===== config.mk =====
export PLATFORM = sky130hd
export DESIGN_NAME = lid_decoder
export DESIGN_NICKNAME = d
export VERILOG_FILES = /design/src/lid_pkg.sv /design/src/lid_decoder.sv
export SDC_FILE = /design/constraint.sdc
export NUM_CORES = 1
export LEC_CHECK = 0
export ABC_AREA = 0
export BUFFER_PORTS_ARGS = -buffer_cell sky130_fd_sc_hd__buf_2
export CORE_ASPECT_RATIO = 0.5
export CORE_MARGIN = 3
export CORE_UTILIZATION = 34
export CTS_BUF_LIST = sky130_fd_sc_hd__clkbuf_4 sky130_fd_sc_hd__clkbuf_8
export DETAILED_ROUTE_END_ITERATION = 16
export PLACE_DENSITY_LB_ADDON = 0.2
export SETUP_SLACK_MARGIN = 0.1
export SLEW_MARGIN = 20
export SYNTH_ARGS = -nofsm -noshare
export SYNTH_HDL_FRONTEND = slang
export SYNTH_SLANG_ARGS = --single-unit

===== constraint.sdc =====
create_clock -name clock -period 3.3 [get_ports clock]
set_input_delay 0.99 -clock clock [delete_from_list [all_inputs] [get_ports clock]]
set_output_delay 0.99 -clock clock [all_outputs]
set_load 0.005 [all_outputs]

===== src/lid_pkg.sv =====
// Package with constants and types for the display instruction decoder
package lid_pkg;

    // Command opcodes (full byte)
    localparam logic [7:0] OP_MR_SET     = 8'he0;
    localparam logic [7:0] OP_MR_CLR     = 8'hee;
    localparam logic [7:0] OP_NLINE_OFF  = 8'he4;
    localparam logic [7:0] OP_OSC_ON     = 8'hab;
    localparam logic [7:0] OP_SLEEP_OFF  = 8'he1;
    localparam logic [7:0] OP_SW_INIT    = 8'he2;
    localparam logic [7:0] OP_NOP        = 8'he3;
    localparam logic [7:0] OP_BYTE_COUNT = 8'he8;
    localparam logic [7:0] OP_CONTRAST   = 8'h81;
    // Command prefixes, compared under mask
    localparam logic [7:0] OP_SYMBOL     = 8'ha2;
    localparam logic [7:0] OP_DISP_ON    = 8'hae;
    localparam logic [7:0] OP_REVERSE    = 8'ha6;
    localparam logic [7:0] OP_ALL_ON     = 8'ha4;
    localparam logic [7:0] OP_COL_SCAN   = 8'ha0;
    localparam logic [7:0] OP_SLEEP      = 8'ha8;
    localparam logic [7:0] OP_PAGE       = 8'hb0;
    localparam logic [7:0] OP_COL_HI     = 8'h10;
    localparam logic [7:0] OP_COL_LO     = 8'h00;
    localparam logic [7:0] OP_ROW_SCAN   = 8'hc0;
    localparam logic [7:0] OP_START      = 8'h40;
    localparam logic [7:0] OP_FIRST_ROW  = 8'h44;
    localparam logic [7:0] OP_DUTY       = 8'h48;
    localparam logic [7:0] OP_NLINE      = 8'h4c;
    localparam logic [7:0] OP_POWER      = 8'h28;
    localparam logic [7:0] OP_BOOST      = 8'h64;
    localparam logic [7:0] OP_RESISTOR   = 8'h20;
    localparam logic [7:0] OP_BIAS       = 8'h50;
    localparam logic [7:0] OP_GRAY_METH  = 8'h90;
    localparam logic [7:0] OP_PALETTE    = 8'h88;
    localparam logic [7:0] OP_TEST       = 8'hf0;

    // Reset values and limits
    localparam logic [7:0] DUTY_RST      = 8'h80;
    localparam logic [7:0] DUTY_MIN      = 8'h10;
    localparam logic [7:0] DUTY_MAX      = 8'h80;
    localparam logic [2:0] BIAS_RST      = 3'h7;
    localparam logic [5:0] CONTRAST_RST  = 6'h20;
    localparam logic [3:0] PAL_LIGHT_RST = 4'h0;
    localparam logic [3:0] PAL_DARK_RST  = 4'hf;
    localparam logic [3:0] SYMBOL_PAGE   = 4'h0;
    localparam logic [4:0] STATUS_LOW    = 5'h02;
    localparam logic [6:0] COL_LAST      = 7'h7f;
    localparam int         INIT_CYCLES   = 4;

    typedef enum logic [2:0] {
        ST_IDLE      = 3'b000,
        ST_START     = 3'b001,
        ST_FIRST_ROW = 3'b010,
        ST_DUTY      = 3'b011,
        ST_NLINE     = 3'b100,
        ST_CONTRAST  = 3'b101,
        ST_COUNT     = 3'b110,
        ST_PALETTE   = 3'b111
    } lid_arg_type;

    // Settings handed to display and power circuits
    typedef struct packed {
        logic       display_on;
        logic       invert_gray;
        logic       force_all_on;
        logic       symbol_row;
        logic [7:0] partial_duty;
        logic [4:0] inversion_line_count;
        logic [6:0] start_line_bits;
        logic [6:0] first_common_bits;
        logic       booster_enable;
        logic       regulator_enable;
        logic       follower_enable;
        logic [1:0] boost_step_select;
        logic [2:0] resistor_ratio;
        logic [2:0] bias_code;
        logic [5:0] contrast_bits;
        logic       row_scan_reverse;
        logic       col_scan_reverse;
        logic       osc_on;
        logic       sleep;
        logic [7:0] spi_byte_count;
        logic       frame_rate_ctrl;
        logic [1:0] pwm_steps;
        logic [3:0] gray_mode;
        logic [3:0][15:0] palette;
    } lid_cfg_type;

    // RAM access request
    typedef struct packed {
        logic       write;
        logic [4:0] page;
        logic [6:0] column;
        logic [7:0] data;
    } lid_ram_type;

endpackage


===== src/lid_decoder.sv =====
// Instruction decoder and control state for the grayscale display controller
//
// Notes on behaviour
// - Hw init: duty 1/128, no N-line inversion, reverse/all-on/symbol/display off.
// - Hw init clears power enables and step-up, bias 1/12, scan bits, oscillator, sleep.
// - Any init: page, column zero, modify-read off, start line zero, ratio 0, contrast 32.
// - Any init: byte count and gray mode flags clear, palettes 0000/0000/1111/1111, 4FRC 9PWM.
// - Software init leaves display, power, bias, scan, duty, row, inversion, oscillator alone.
// - During init only status read is accepted; host waits for init bit low.
// - Select and direction choose data read, data write, status read or command.
// - Data read returns current byte, column plus one; first read after address is dummy.
// - Serial port carries no RAM read path.
// - Data write stores byte, column plus one, wrapping to zero after the last.
// - Busy bit high during init only, same as init bit; commands rejected meanwhile.
// - Status byte: busy bit 7, display on bit 6, init bit 5, low bits 00010.
// - Symbol row command stores enable; setting it forces page 16.
// - Separate commands load page, column upper three bits and column lower four bits.
// - One command enters modify-read, another leaves it.
// - Two-byte commands load seven-bit start line and first row.
// - Two-byte commands load duty, N-line inversion and six-bit contrast.
// - One-byte command cancels N-line inversion.
// - One-byte commands store display on, reverse and all-on from bit 0.
// - One-byte commands load power enables, step-up, resistor ratio and bias.
// - One-byte commands set scan bits, oscillator, sleep, software init, no-op.
// - Byte-count command: two bytes, select/direction ignored, second is count.
// - Gray method command picks 3 or 4 frame FRAME_RATE_CTRL and 9/9/12/15 PWM.
// - Per gray level, two commands load two 4-bit pulse widths each.
// - Modify-read: reads hold column, writes advance; leaving restores entry column.
// - Duty codes 16 to 128 accepted, others ignored.
`timescale 1ns/1ps

module lid_decoder (
    // Clock and reset
    input  wire logic                 clock,
    input  wire logic                 rst_n,
    input  wire logic                 clk_en,
    // Pins from host
    input  wire logic                 hw_init_n,
    input  wire logic                 serial_mode,
    // Host access
    input  wire logic                 acc_valid,
    output logic                      acc_ready,
    input  wire logic                 cmd_data_sel,
    input  wire logic                 acc_read,
    input  wire logic [7:0]           acc_wdata,
    output logic                      rd_valid,
    output logic [7:0]                rd_data,
    // Display RAM port
    output logic                      ram_valid,
    input  wire logic                 ram_ready,
    output lid_pkg::lid_ram_type      ram_req,
    input  wire logic [7:0]           ram_rdata,
    // Status and settings
    output logic                      busy,
    output logic                      init_in_progress,
    output lid_pkg::lid_cfg_type      cfg
);

    ////////////////////////////////////////////////////////////////////////////
    typedef struct packed {
        logic [1:0]             hw_sync;
        logic [2:0]             init_cnt;
        logic                   init_act;
        logic                   hw_init;
        lid_pkg::lid_arg_type   arg;
        logic [2:0]             pal_sel;
        logic [4:0]             page;
        logic [6:0]             column;
        logic                   modify_read;
        logic [6:0]             mr_column;
        logic [7:0]             read_latch;
        logic                   rd_valid;
        logic [7:0]             rd_data;
        logic [1:0]             buf_cnt;
        lid_pkg::lid_ram_type   buf0;
        lid_pkg::lid_ram_type   buf1;
        lid_pkg::lid_cfg_type   cfg;
    } lid_state_type;

    lid_state_type s_r;
    lid_state_type s_nxt;

    function automatic logic hit(input logic [7:0] b, input logic [7:0] op,
                                 input logic [7:0] mask);
        hit = (b & mask) == op;
    endfunction

    function automatic logic [6:0] col_inc(input logic [6:0] c);
        col_inc = (c == lid_pkg::COL_LAST) ? 7'h00 : c + 7'h01;
    endfunction

    ////////////////////////////////////////////////////////////////////////////
    // Data reads wait for an empty buffer so they never overtake a pending write
    logic take;
    logic is_cmd;
    logic rd_stall;
    logic [7:0] b;

    assign b         = acc_wdata;
    assign rd_stall  = cmd_data_sel && acc_read && s_r.buf_cnt != 2'd0;
    assign acc_ready = clk_en && s_r.buf_cnt != 2'd2 && !rd_stall;
    assign take      = acc_valid && acc_ready;
    assign is_cmd    = (!cmd_data_sel && !acc_read) || s_r.arg == lid_pkg::ST_COUNT;

    always_comb begin
        s_nxt = s_r;
        s_nxt.hw_sync  = {s_r.hw_sync[0], hw_init_n};
        s_nxt.rd_valid = 1'b0;
        // Buffer drain
        if (ram_valid && ram_ready) begin
            s_nxt.buf0    = s_r.buf1;
            s_nxt.buf_cnt = s_r.buf_cnt - 2'd1;
        end
        if (s_r.init_act) begin
            s_nxt.init_cnt = s_r.init_cnt - 3'd1;
            if (s_r.init_cnt == 3'd0) begin
                s_nxt.init_act = 1'b0;
                s_nxt.hw_init  = 1'b0;
            end
        end
        if (take && acc_read && !cmd_data_sel && !is_cmd) begin
            s_nxt.rd_valid = 1'b1;
            s_nxt.rd_data  = {busy, s_r.cfg.display_on, init_in_progress,
                              lid_pkg::STATUS_LOW};
        end else if (take && busy && s_r.arg != lid_pkg::ST_COUNT) begin
            // Rejected during init, status read only
        end else if (take && cmd_data_sel && acc_read && !is_cmd && !serial_mode) begin
            // Data read returns latched byte, latch refills
            s_nxt.rd_valid   = 1'b1;
            s_nxt.rd_data    = s_r.read_latch;
            s_nxt.read_latch = ram_rdata;
            if (!s_r.modify_read) begin
                s_nxt.column = col_inc(s_r.column);
            end
        end else if (take && cmd_data_sel && !acc_read && !is_cmd) begin
            // Data write queued in the buffer
            if (s_nxt.buf_cnt == 2'd0) begin
                s_nxt.buf0 = '{1'b1, s_r.page, s_r.column, b};
            end else begin
                s_nxt.buf1 = '{1'b1, s_r.page, s_r.column, b};
            end
            s_nxt.buf_cnt = s_nxt.buf_cnt + 2'd1;
            s_nxt.column  = col_inc(s_r.column);
        end else if (take && is_cmd) begin
            s_nxt.arg = lid_pkg::ST_IDLE;
            case (s_r.arg)
                lid_pkg::ST_START:     s_nxt.cfg.start_line_bits = b[6:0];
                lid_pkg::ST_FIRST_ROW: s_nxt.cfg.first_common_bits = b[6:0];
                lid_pkg::ST_DUTY: begin
                    if (b >= lid_pkg::DUTY_MIN && b <= lid_pkg::DUTY_MAX) begin
                        s_nxt.cfg.partial_duty = b;
                    end
                end
                lid_pkg::ST_NLINE:     s_nxt.cfg.inversion_line_count = b[4:0];
                lid_pkg::ST_CONTRAST:  s_nxt.cfg.contrast_bits = b[5:0];
                lid_pkg::ST_COUNT:     s_nxt.cfg.spi_byte_count = b;
                lid_pkg::ST_PALETTE: begin
                    s_nxt.cfg.gray_mode[s_r.pal_sel[2:1]] = 1'b1;
                    if (s_r.pal_sel[0]) begin
                        s_nxt.cfg.palette[s_r.pal_sel[2:1]][15:8] = b;
                    end else begin
                        s_nxt.cfg.palette[s_r.pal_sel[2:1]][7:0] = b;
                    end
                end
                default: begin
                    // unmatched codes fall through
                    if (b == lid_pkg::OP_MR_SET) begin
                        s_nxt.modify_read = 1'b1;
                        s_nxt.mr_column   = s_r.column;
                    end else if (b == lid_pkg::OP_MR_CLR) begin
                        s_nxt.modify_read = 1'b0;
                        if (s_r.modify_read) begin
                            s_nxt.column = s_r.mr_column;
                        end
                    end else if (b == lid_pkg::OP_NLINE_OFF) begin
                        s_nxt.cfg.inversion_line_count = 5'h00;
                    end else if (b == lid_pkg::OP_OSC_ON) begin
                        s_nxt.cfg.osc_on = 1'b1;
                    end else if (b == lid_pkg::OP_SLEEP_OFF) begin
                        s_nxt.cfg.sleep = 1'b0;
                    end else if (b == lid_pkg::OP_SW_INIT) begin
                        s_nxt.init_act = 1'b1;
                        s_nxt.init_cnt = 3'(lid_pkg::INIT_CYCLES);
                    end else if (b == lid_pkg::OP_NOP) begin
                        s_nxt.arg = lid_pkg::ST_IDLE;
                    end else if (b == lid_pkg::OP_BYTE_COUNT) begin
                        s_nxt.arg = lid_pkg::ST_COUNT;
                    end else if (b == lid_pkg::OP_CONTRAST) begin
                        s_nxt.arg = lid_pkg::ST_CONTRAST;
                    end else if (hit(b, lid_pkg::OP_TEST, 8'hf0)) begin
                        s_nxt.arg = lid_pkg::ST_IDLE;
                    end else if (hit(b, lid_pkg::OP_SYMBOL, 8'hfe)) begin
                        s_nxt.cfg.symbol_row = b[0];
                        if (b[0]) begin
                            s_nxt.page = {1'b1, lid_pkg::SYMBOL_PAGE};
                        end
                    end else if (hit(b, lid_pkg::OP_DISP_ON, 8'hfe)) begin
                        s_nxt.cfg.display_on = b[0];
                    end else if (hit(b, lid_pkg::OP_REVERSE, 8'hfe)) begin
                        s_nxt.cfg.invert_gray = b[0];
                    end else if (hit(b, lid_pkg::OP_ALL_ON, 8'hfe)) begin
                        s_nxt.cfg.force_all_on = b[0];
                    end else if (hit(b, lid_pkg::OP_COL_SCAN, 8'hfe)) begin
                        s_nxt.cfg.col_scan_reverse = b[0];
                    end else if (hit(b, lid_pkg::OP_SLEEP, 8'hfe)) begin
                        s_nxt.cfg.sleep = b[0];
                    end else if (hit(b, lid_pkg::OP_PAGE, 8'hf0)) begin
                        s_nxt.page = {1'b0, b[3:0]};
                    end else if (hit(b, lid_pkg::OP_COL_HI, 8'hf8)) begin
                        s_nxt.column[6:4] = b[2:0];
                    end else if (hit(b, lid_pkg::OP_COL_LO, 8'hf0)) begin
                        s_nxt.column[3:0] = b[3:0];
                    end else if (hit(b, lid_pkg::OP_ROW_SCAN, 8'hf0)) begin
                        s_nxt.cfg.row_scan_reverse = b[3];
                    end else if (hit(b, lid_pkg::OP_START, 8'hfc)) begin
                        s_nxt.arg = lid_pkg::ST_START;
                    end else if (hit(b, lid_pkg::OP_FIRST_ROW, 8'hfc)) begin
                        s_nxt.arg = lid_pkg::ST_FIRST_ROW;
                    end else if (hit(b, lid_pkg::OP_DUTY, 8'hfc)) begin
                        s_nxt.arg = lid_pkg::ST_DUTY;
                    end else if (hit(b, lid_pkg::OP_NLINE, 8'hfc)) begin
                        s_nxt.arg = lid_pkg::ST_NLINE;
                    end else if (hit(b, lid_pkg::OP_POWER, 8'hf8)) begin
                        s_nxt.cfg.booster_enable   = b[2];
                        s_nxt.cfg.regulator_enable = b[1];
                        s_nxt.cfg.follower_enable  = b[0];
                    end else if (hit(b, lid_pkg::OP_BOOST, 8'hfc)) begin
                        s_nxt.cfg.boost_step_select = b[1:0];
                    end else if (hit(b, lid_pkg::OP_RESISTOR, 8'hf8)) begin
                        s_nxt.cfg.resistor_ratio = b[2:0];
                    end else if (hit(b, lid_pkg::OP_BIAS, 8'hf8)) begin
                        s_nxt.cfg.bias_code = b[2:0];
                    end else if (hit(b, lid_pkg::OP_GRAY_METH, 8'hf8)) begin
                        s_nxt.cfg.frame_rate_ctrl = b[2];
                        s_nxt.cfg.pwm_steps       = b[1:0];
                    end else if (hit(b, lid_pkg::OP_PALETTE, 8'hf8)) begin
                        s_nxt.arg     = lid_pkg::ST_PALETTE;
                        s_nxt.pal_sel = b[2:0];
                    end
                end
            endcase
        end
        // Hardware init, applied on every cycle that the synchronised level is low
        if (!s_r.hw_sync[1]) begin
            s_nxt.hw_init  = 1'b1;
            s_nxt.init_act = 1'b1;
            s_nxt.init_cnt = 3'(lid_pkg::INIT_CYCLES);
            s_nxt.cfg.display_on           = 1'b0;
            s_nxt.cfg.invert_gray          = 1'b0;
            s_nxt.cfg.force_all_on         = 1'b0;
            s_nxt.cfg.symbol_row           = 1'b0;
            s_nxt.cfg.partial_duty         = lid_pkg::DUTY_RST;
            s_nxt.cfg.inversion_line_count = 5'h00;
            s_nxt.cfg.first_common_bits    = 7'h00;
            s_nxt.cfg.booster_enable       = 1'b0;
            s_nxt.cfg.regulator_enable     = 1'b0;
            s_nxt.cfg.follower_enable      = 1'b0;
            s_nxt.cfg.boost_step_select    = 2'h0;
            s_nxt.cfg.bias_code            = lid_pkg::BIAS_RST;
            s_nxt.cfg.row_scan_reverse     = 1'b0;
            s_nxt.cfg.col_scan_reverse     = 1'b0;
            s_nxt.cfg.osc_on               = 1'b0;
            s_nxt.cfg.sleep                = 1'b0;
        end
        // Shared init defaults; software init touches only these
        if (!s_r.hw_sync[1] || (s_nxt.init_act && !s_r.init_act)) begin
            s_nxt.arg                  = lid_pkg::ST_IDLE;
            s_nxt.page                 = 5'h00;
            s_nxt.column               = 7'h00;
            s_nxt.modify_read          = 1'b0;
            s_nxt.cfg.start_line_bits  = 7'h00;
            s_nxt.cfg.resistor_ratio   = 3'h0;
            s_nxt.cfg.contrast_bits    = lid_pkg::CONTRAST_RST;
            s_nxt.cfg.spi_byte_count   = 8'h00;
            s_nxt.cfg.gray_mode        = 4'h0;
            s_nxt.cfg.palette[0]       = {4{lid_pkg::PAL_LIGHT_RST}};
            s_nxt.cfg.palette[1]       = {4{lid_pkg::PAL_LIGHT_RST}};
            s_nxt.cfg.palette[2]       = {4{lid_pkg::PAL_DARK_RST}};
            s_nxt.cfg.palette[3]       = {4{lid_pkg::PAL_DARK_RST}};
            s_nxt.cfg.frame_rate_ctrl  = 1'b0;
            s_nxt.cfg.pwm_steps        = 2'h0;
        end
    end

    ////////////////////////////////////////////////////////////////////////////
    always_ff @(posedge clock) begin
        if (!rst_n) begin
            s_r         <= '0;
            s_r.hw_sync <= 2'b11;
        end else if (clk_en) begin
            s_r <= s_nxt;
        end
    end

    assign init_in_progress = s_r.init_act;
    assign busy             = s_r.init_act;
    assign rd_valid         = s_r.rd_valid;
    assign rd_data          = s_r.rd_data;
    assign ram_valid        = s_r.buf_cnt != 2'd0;
    assign ram_req          = ram_valid ? s_r.buf0 : '{1'b0, s_r.page, s_r.column, 8'h00};
    assign cfg              = s_r.cfg;

endmodule


======== Yosys cells after proc, flatten, opt, wreduce, memory -nomap -nowiden ========
Index checks and enable logic that the tools add are counted.
word-level totals
  bits in registers ....................... 224
  bits of input ports ..................... 25
  output and inout bits ................... 165
  logic and storage cells ................. 577
cells by class
  $add $sub $neg .......................... 4
  order comparisons ....................... 4
  eq/ne operators ......................... 188
  mux-type cells .......................... 243
  bitwise operators ....................... 9
  reduce and logical (&&, ||, !) cells .... 80
operators by type and width
  cell                  count
  $mux W175             2
  $mux W18              18
  $mux W11              28
  $mux W131             2
  $ne A9 B9 Y1 const B  27
  $mux W218             1
  $mux W3               51
  $bwmux W64            2
  $mux W4               30
  $ne A2 B1 Y1 const B  47
  $ne A5 B4 Y1 const B  17
  $mux W6               14
  $mux W7               12
  $mux W79              1
  $eq A8 B8 Y1 const B  9
  $ne A2 B2 Y1 const B  35
  $mux W68              1
  $demux W16 S2         2
  $mux W64              1
  $mux W21              3
  $mux W15              4
  $mux W8               7
  $mux W26              2
  $eq A7 B7 Y1 const B  7
  71 further kinds      205

======== Logic depth before layout (Yosys ltp) ========
  word-level depth ........................ 46
  gate-level depth with buffers ........... 12
  depth with buffers taken out ............ 11

======== Worst setup path before layout ========
OpenSTA, ideal clock, no wires.
  path type ............................... in2reg
  start point ............................. input port acc_read
  end point ............................... register s_r, in the netlist cfg[38]
  library setup time ...................... 0.129 ns
  arrival ................................. 2.936 ns
  data required time ...................... 3.171 ns
  slack ................................... 0.235 ns
  stages .................................. 9
  path buffers ............................ 2
  cell sequence ........................... or2_2 > or4b_1 > or2_2 > a21oi_2 > buf_4 > o21ai_2 > clkbuf_1 > nand3_1 > o21ai_0
on the way
  longest elaborated chain between the ends .. 17
  elaborated cells between the ends (all ways) .. 37
  those cells by class .................... eq/ne: 4; mux: 7; reduce/logical: 26
RTL lines
  what                                                                 RTL line                                text
  from (decl)                                                          lid_decoder.sv:44                       input wire logic acc_read,
  $logic_and A1 B1 Y1 (2 in series)                                    lid_decoder.sv:100                      assign rd_stall = cmd_data_sel && acc_read && s_r.buf_cnt != 2'd0;
  $logic_not A1 Y1                                                     lid_decoder.sv:101                      assign acc_ready = clk_en && s_r.buf_cnt != 2'd2 && !rd_stall;
  $logic_and A1 B1 Y1                                                  lid_decoder.sv:101
  $logic_and A1 B1 Y1                                                  lid_decoder.sv:102                      assign take = acc_valid && acc_ready;
  $logic_and A1 B1 Y1                                                  lid_decoder.sv:127, lid_decoder.sv:135
  $logic_and A1 B1 Y1 (on tied branches) (2 in series)                 lid_decoder.sv:135, lid_decoder.sv:127
  $mux W4 / $logic_and A1 B1 Y1 (equally long branches)                lid_decoder.sv:135, lid_decoder.sv:127
  $mux W4                                                              lid_decoder.sv:127                      end else if (take && cmd_data_sel && acc_read && !is_cmd && !serial_mode) begin
  $mux W4                                                              lid_decoder.sv:125                      end else if (take && busy && s_r.arg != lid_pkg::ST_COUNT) begin
  $mux W4                                                              lid_decoder.sv:121                      if (take && acc_read && !cmd_data_sel && !is_cmd) begin
  $mux W5                                                              lid_decoder.sv:244                      if (!s_r.hw_sync[1]) begin
  $logic_and A1 B1 Y1                                                  lid_decoder.sv:266                      if (!s_r.hw_sync[1] || (s_nxt.init_act && !s_r.init_act)) begin
  $logic_or A1 B1 Y1                                                   lid_decoder.sv:266
  $ne A2 B1 Y1 (no line) / $reduce_bool A2 Y1 (equally long branches)  n/a
  $reduce_and A7 Y1 (no line)                                          n/a
  to (signal assigned)                                                 lid_decoder.sv:291                      s_r <= s_nxt;
  to (decl)                                                            lid_decoder.sv:80                       lid_state_type s_r;
Parallel ways exist; a longest one is shown, timed or not.
A chain may end at the register's enable or synchronous reset.

==> impl_metrics.yaml <==
run_status:
  status: "finished, final reports clean"
clock_network:
  clk_pin_slew_ps: 70
  clkLatencyLatePin_ps: 550
  clkSinkCount: 224
  clockBufferDepth: 3
  root_buffer: "clkbuf_8"
  cts_setup_buffers: 0
  cts_resized: 0
  numCtsBuffers: 36
  h-tree-depth: 2
  cts_hold_buf: 0
  cts_tree: "done"
critical_path:
  cp_max_fo: 22
  regToRegStartpoint: "s_r[173]"
  slowest_delay_ps: 410
  cp_slowest_cell: "mux2_2"
  critPathArrivalTime_ps: 2070
  critPathKind: "flop to output port"
  crit_start: "s_r[173]"
  r2r_slack_ps: 520
  crit_end: "ram_req[15]"
  r2r-end: "cfg[10]"
  start_kind: "flop"
  path_cells: "inv_1 > ha_1 > buf_4 > mux2_2 > buf_2"
  reg2reg_depth: 9
  critPathCaptureType: "output port"
  worstPathRequired_ps: 2310
synthesis:
  synthesis.nets: 1441
  async_reset_ff_share_pct: 0
  synth_top_area_cell: "dfxtp_1"
  yosysTopAreaCellShare_pct: 39.7
  ys_types: 70
  synthCells: 1410
  synth-edff-count: 0
  synth_flop_cell: "dfxtp_1"
  yosysSeqAreaShare_pct: 39.7
  yosys-top-cells-area: "dfxtp_1 40%, buf_4 9.4%, o21ai_0 5.8%, nand2_1 5.6%, mux2i_1 5.1%"
  yosys_warnings: 0
  ys_seq_elements: 224
  syn_area_per_cell_um2: 8.01
  synth_area_um2: 11300
placed_design:
  hpwlAfterDp_um: 25500
  port_buffers: 189
  gp_congestion: 0.895
sta:
  rsz0062_at_grt: "no"
  post-route-period-util_pct: 92.7
  finalMaxSlewViolations: 0
  hold_viol_final: 0
  slew_headroom_pct: 32.6
  max_freq_mhz: 327
  worst-slew-pin-transition_ps: 1000
  finalSetupTns_ps: 0
  setup_viol: 0
  whs_ps: 454
  finalClockSkew_ps: 26.5
  period_minus_slack_ps: 3060
layout:
  multi_input_area_um2: 5280
  fillers: 3323
  area_delta_synth_final_pct: 13.7
  drive_gt1_share_pct: 25.0
  fin_nets: 1519
  final_util_pct: 39.9
  ff_latch_area_um2: 4480
  diodes: 0
floorplan:
  start_util_pct: 35.1
  die_y_um: 135
  die_x_um: 264
  core_um2: 32200
  dieArea_um2: 35600
  rows: 46
  ios: 190
pwr:
  peakVddDrop_mv: 0.150
  leakagePower_nw: 5.53
  pwr_density_cell_nw_per_um2: 455
global_route:
  grt_pass1_vias: 9691
  grt_usage_pct: 19.3
  grt_pass1_wl_um: 55300
  grt_max_degree: 39
  gr-total-overflow: 0
  grt_antenna_before_repair: 0
detailed_routing:
  ant_nets: 0
  drt_iter0_markers: 735
  avgRoutedWirePerCell_um: 18.4
  vias: 10096
  dr.pass1.iters: 5
  route.detailed.drc: 0
  viasPerCell: 5.20
  routed_wl_um: 35700
run:
  maxCapViolations: 0
worst_hold_path:
  worstHoldPathType: "flop to flop"
-- cells in the mapped netlist (all sizes together) (7+ instances only) --
library cell / instances
inv: 23
nor2: 121
or3: 25
and2: 10
a22oi: 43
nor2b: 33
nand2: 169
buf: 150
clkbuf: 95
a31oi: 13
dfxtp: 224
nor3: 30
o211ai: 8
a21boi: 8
nand3: 54
o21ai: 139
and3: 10
a21oi: 86
nand4: 8
and3b: 7
mux2i: 57
mux2: 12
-- power breakdown --
part           internal (W)  total [W]  switching [W]
sequential          0.00275    0.00278      0.0000268
clock               0.00131    0.00244        0.00112
combinational      0.000227   0.000636       0.000409
-- state kept, by name, indices dropped and copies added, names as in the netlist --
register,flops
rd_data,8
s_nxt,1
cfg,131
rd_valid,1
s_r,82
busy,1
-- through the flow --
step | setup WS, ps | cells | cell area [um^2] | power (W)
2_1_floorplan | 235 | 1410 | 11300 | 0.00322
3_3_place_gp | -47.7 | 1882 | 12100 | 0.00346
3_5_place_dp | -80.0 | 1882 | 12100 | 0.00347
4_1_cts | 176 | 1941 | 12800 | 0.00592
5_1_grt | 122 | 1941 | 12800 | 0.00612
6_report | 242 | 1941 | 12800 | 0.00585
-- cell type report --
| cell class | instances | share of cell area (%) |
|---|---|---|
| clock buffers | 54 | 5.30 |
| repair buffers | 285 | 13.6 |
| flip-flops and latches | 224 | 34.9 |
| inverters | 23 | 0.682 |
| clock inverters | 5 | 0.234 |
| well taps | 432 | 4.21 |
| multi-input cells | 918 | 41.1 |
-- critical path, delay by kind of cell (launching register included) --
family	cells	cell delay, ps
adder cells (fa/ha/maj)	1	240
multiplexers	1	410
flip-flops	1	330
buffers and inverters	3	540
-- layer usage --
layer | GRT usage, % | wire length, um | vias up
met3 | 3.93 | 2120 | 51
met4 | 4.74 | 541 | 0
met5 | 0 | 0 | -
li1 | - | - | 4892
met1 | 26.7 | 16400 | 4877
met2 | 31.2 | 16700 | 276
-- how the worst min path moves through the flow --
stage	cells past startpoint	to	from
floorplan	2	s_r[131]	s_r[131]
global placement	2	s_r[150]	s_r[150]
detailed placement	2	s_r[142]	s_r[142]
CTS	2	s_r[142]	s_r[142]
global route	2	s_r[137]	s_r[137]
finish	2	s_r[140]	s_r[140]
-- layout by cell type, fill, tap and decap left out, drive strengths merged, types with 3 or more instances in the layout --
cell type and instances:
nand3b 4, clkbuf 54, or2 3, and3 10, inv 22, mux2 12, or3 25, a31oi 13
and3b 7, xnor2 6, nor2b 33, a21o 3, nor4 6, buf 285, o41ai 4, o31ai 6
nor2 121, a22oi 43, o21ai 139, nand3 54, and2 10, a21boi 8, mux2i 57, dfxtp 224
or4 4, nor3 30, nor4b 4, o211a 5, clkinv 4, nand4 8, a21oi 86, nand2b 4
o211ai 8, nand2 169, ha 6, o2111ai 4
-- logic make-up (layout without fill, tap and decap cells) --
logic type / after synthesis / count (layout) / synth area share, %
and+or+nand+nor: 499 / 499 / 21.2
AOI/OAI and AO/OA: 336 / 336 / 17.8
buffers and inverters: 268 / 367 / 13.7
DFF: 224 / 224 / 39.7
muxes: 69 / 69 / 6.25
xor gates and xnor gates: 8 / 8 / 0.620
adders and majority gates: 6 / 6 / 0.665
No activity file was read; power rests on OpenSTA's default activity.
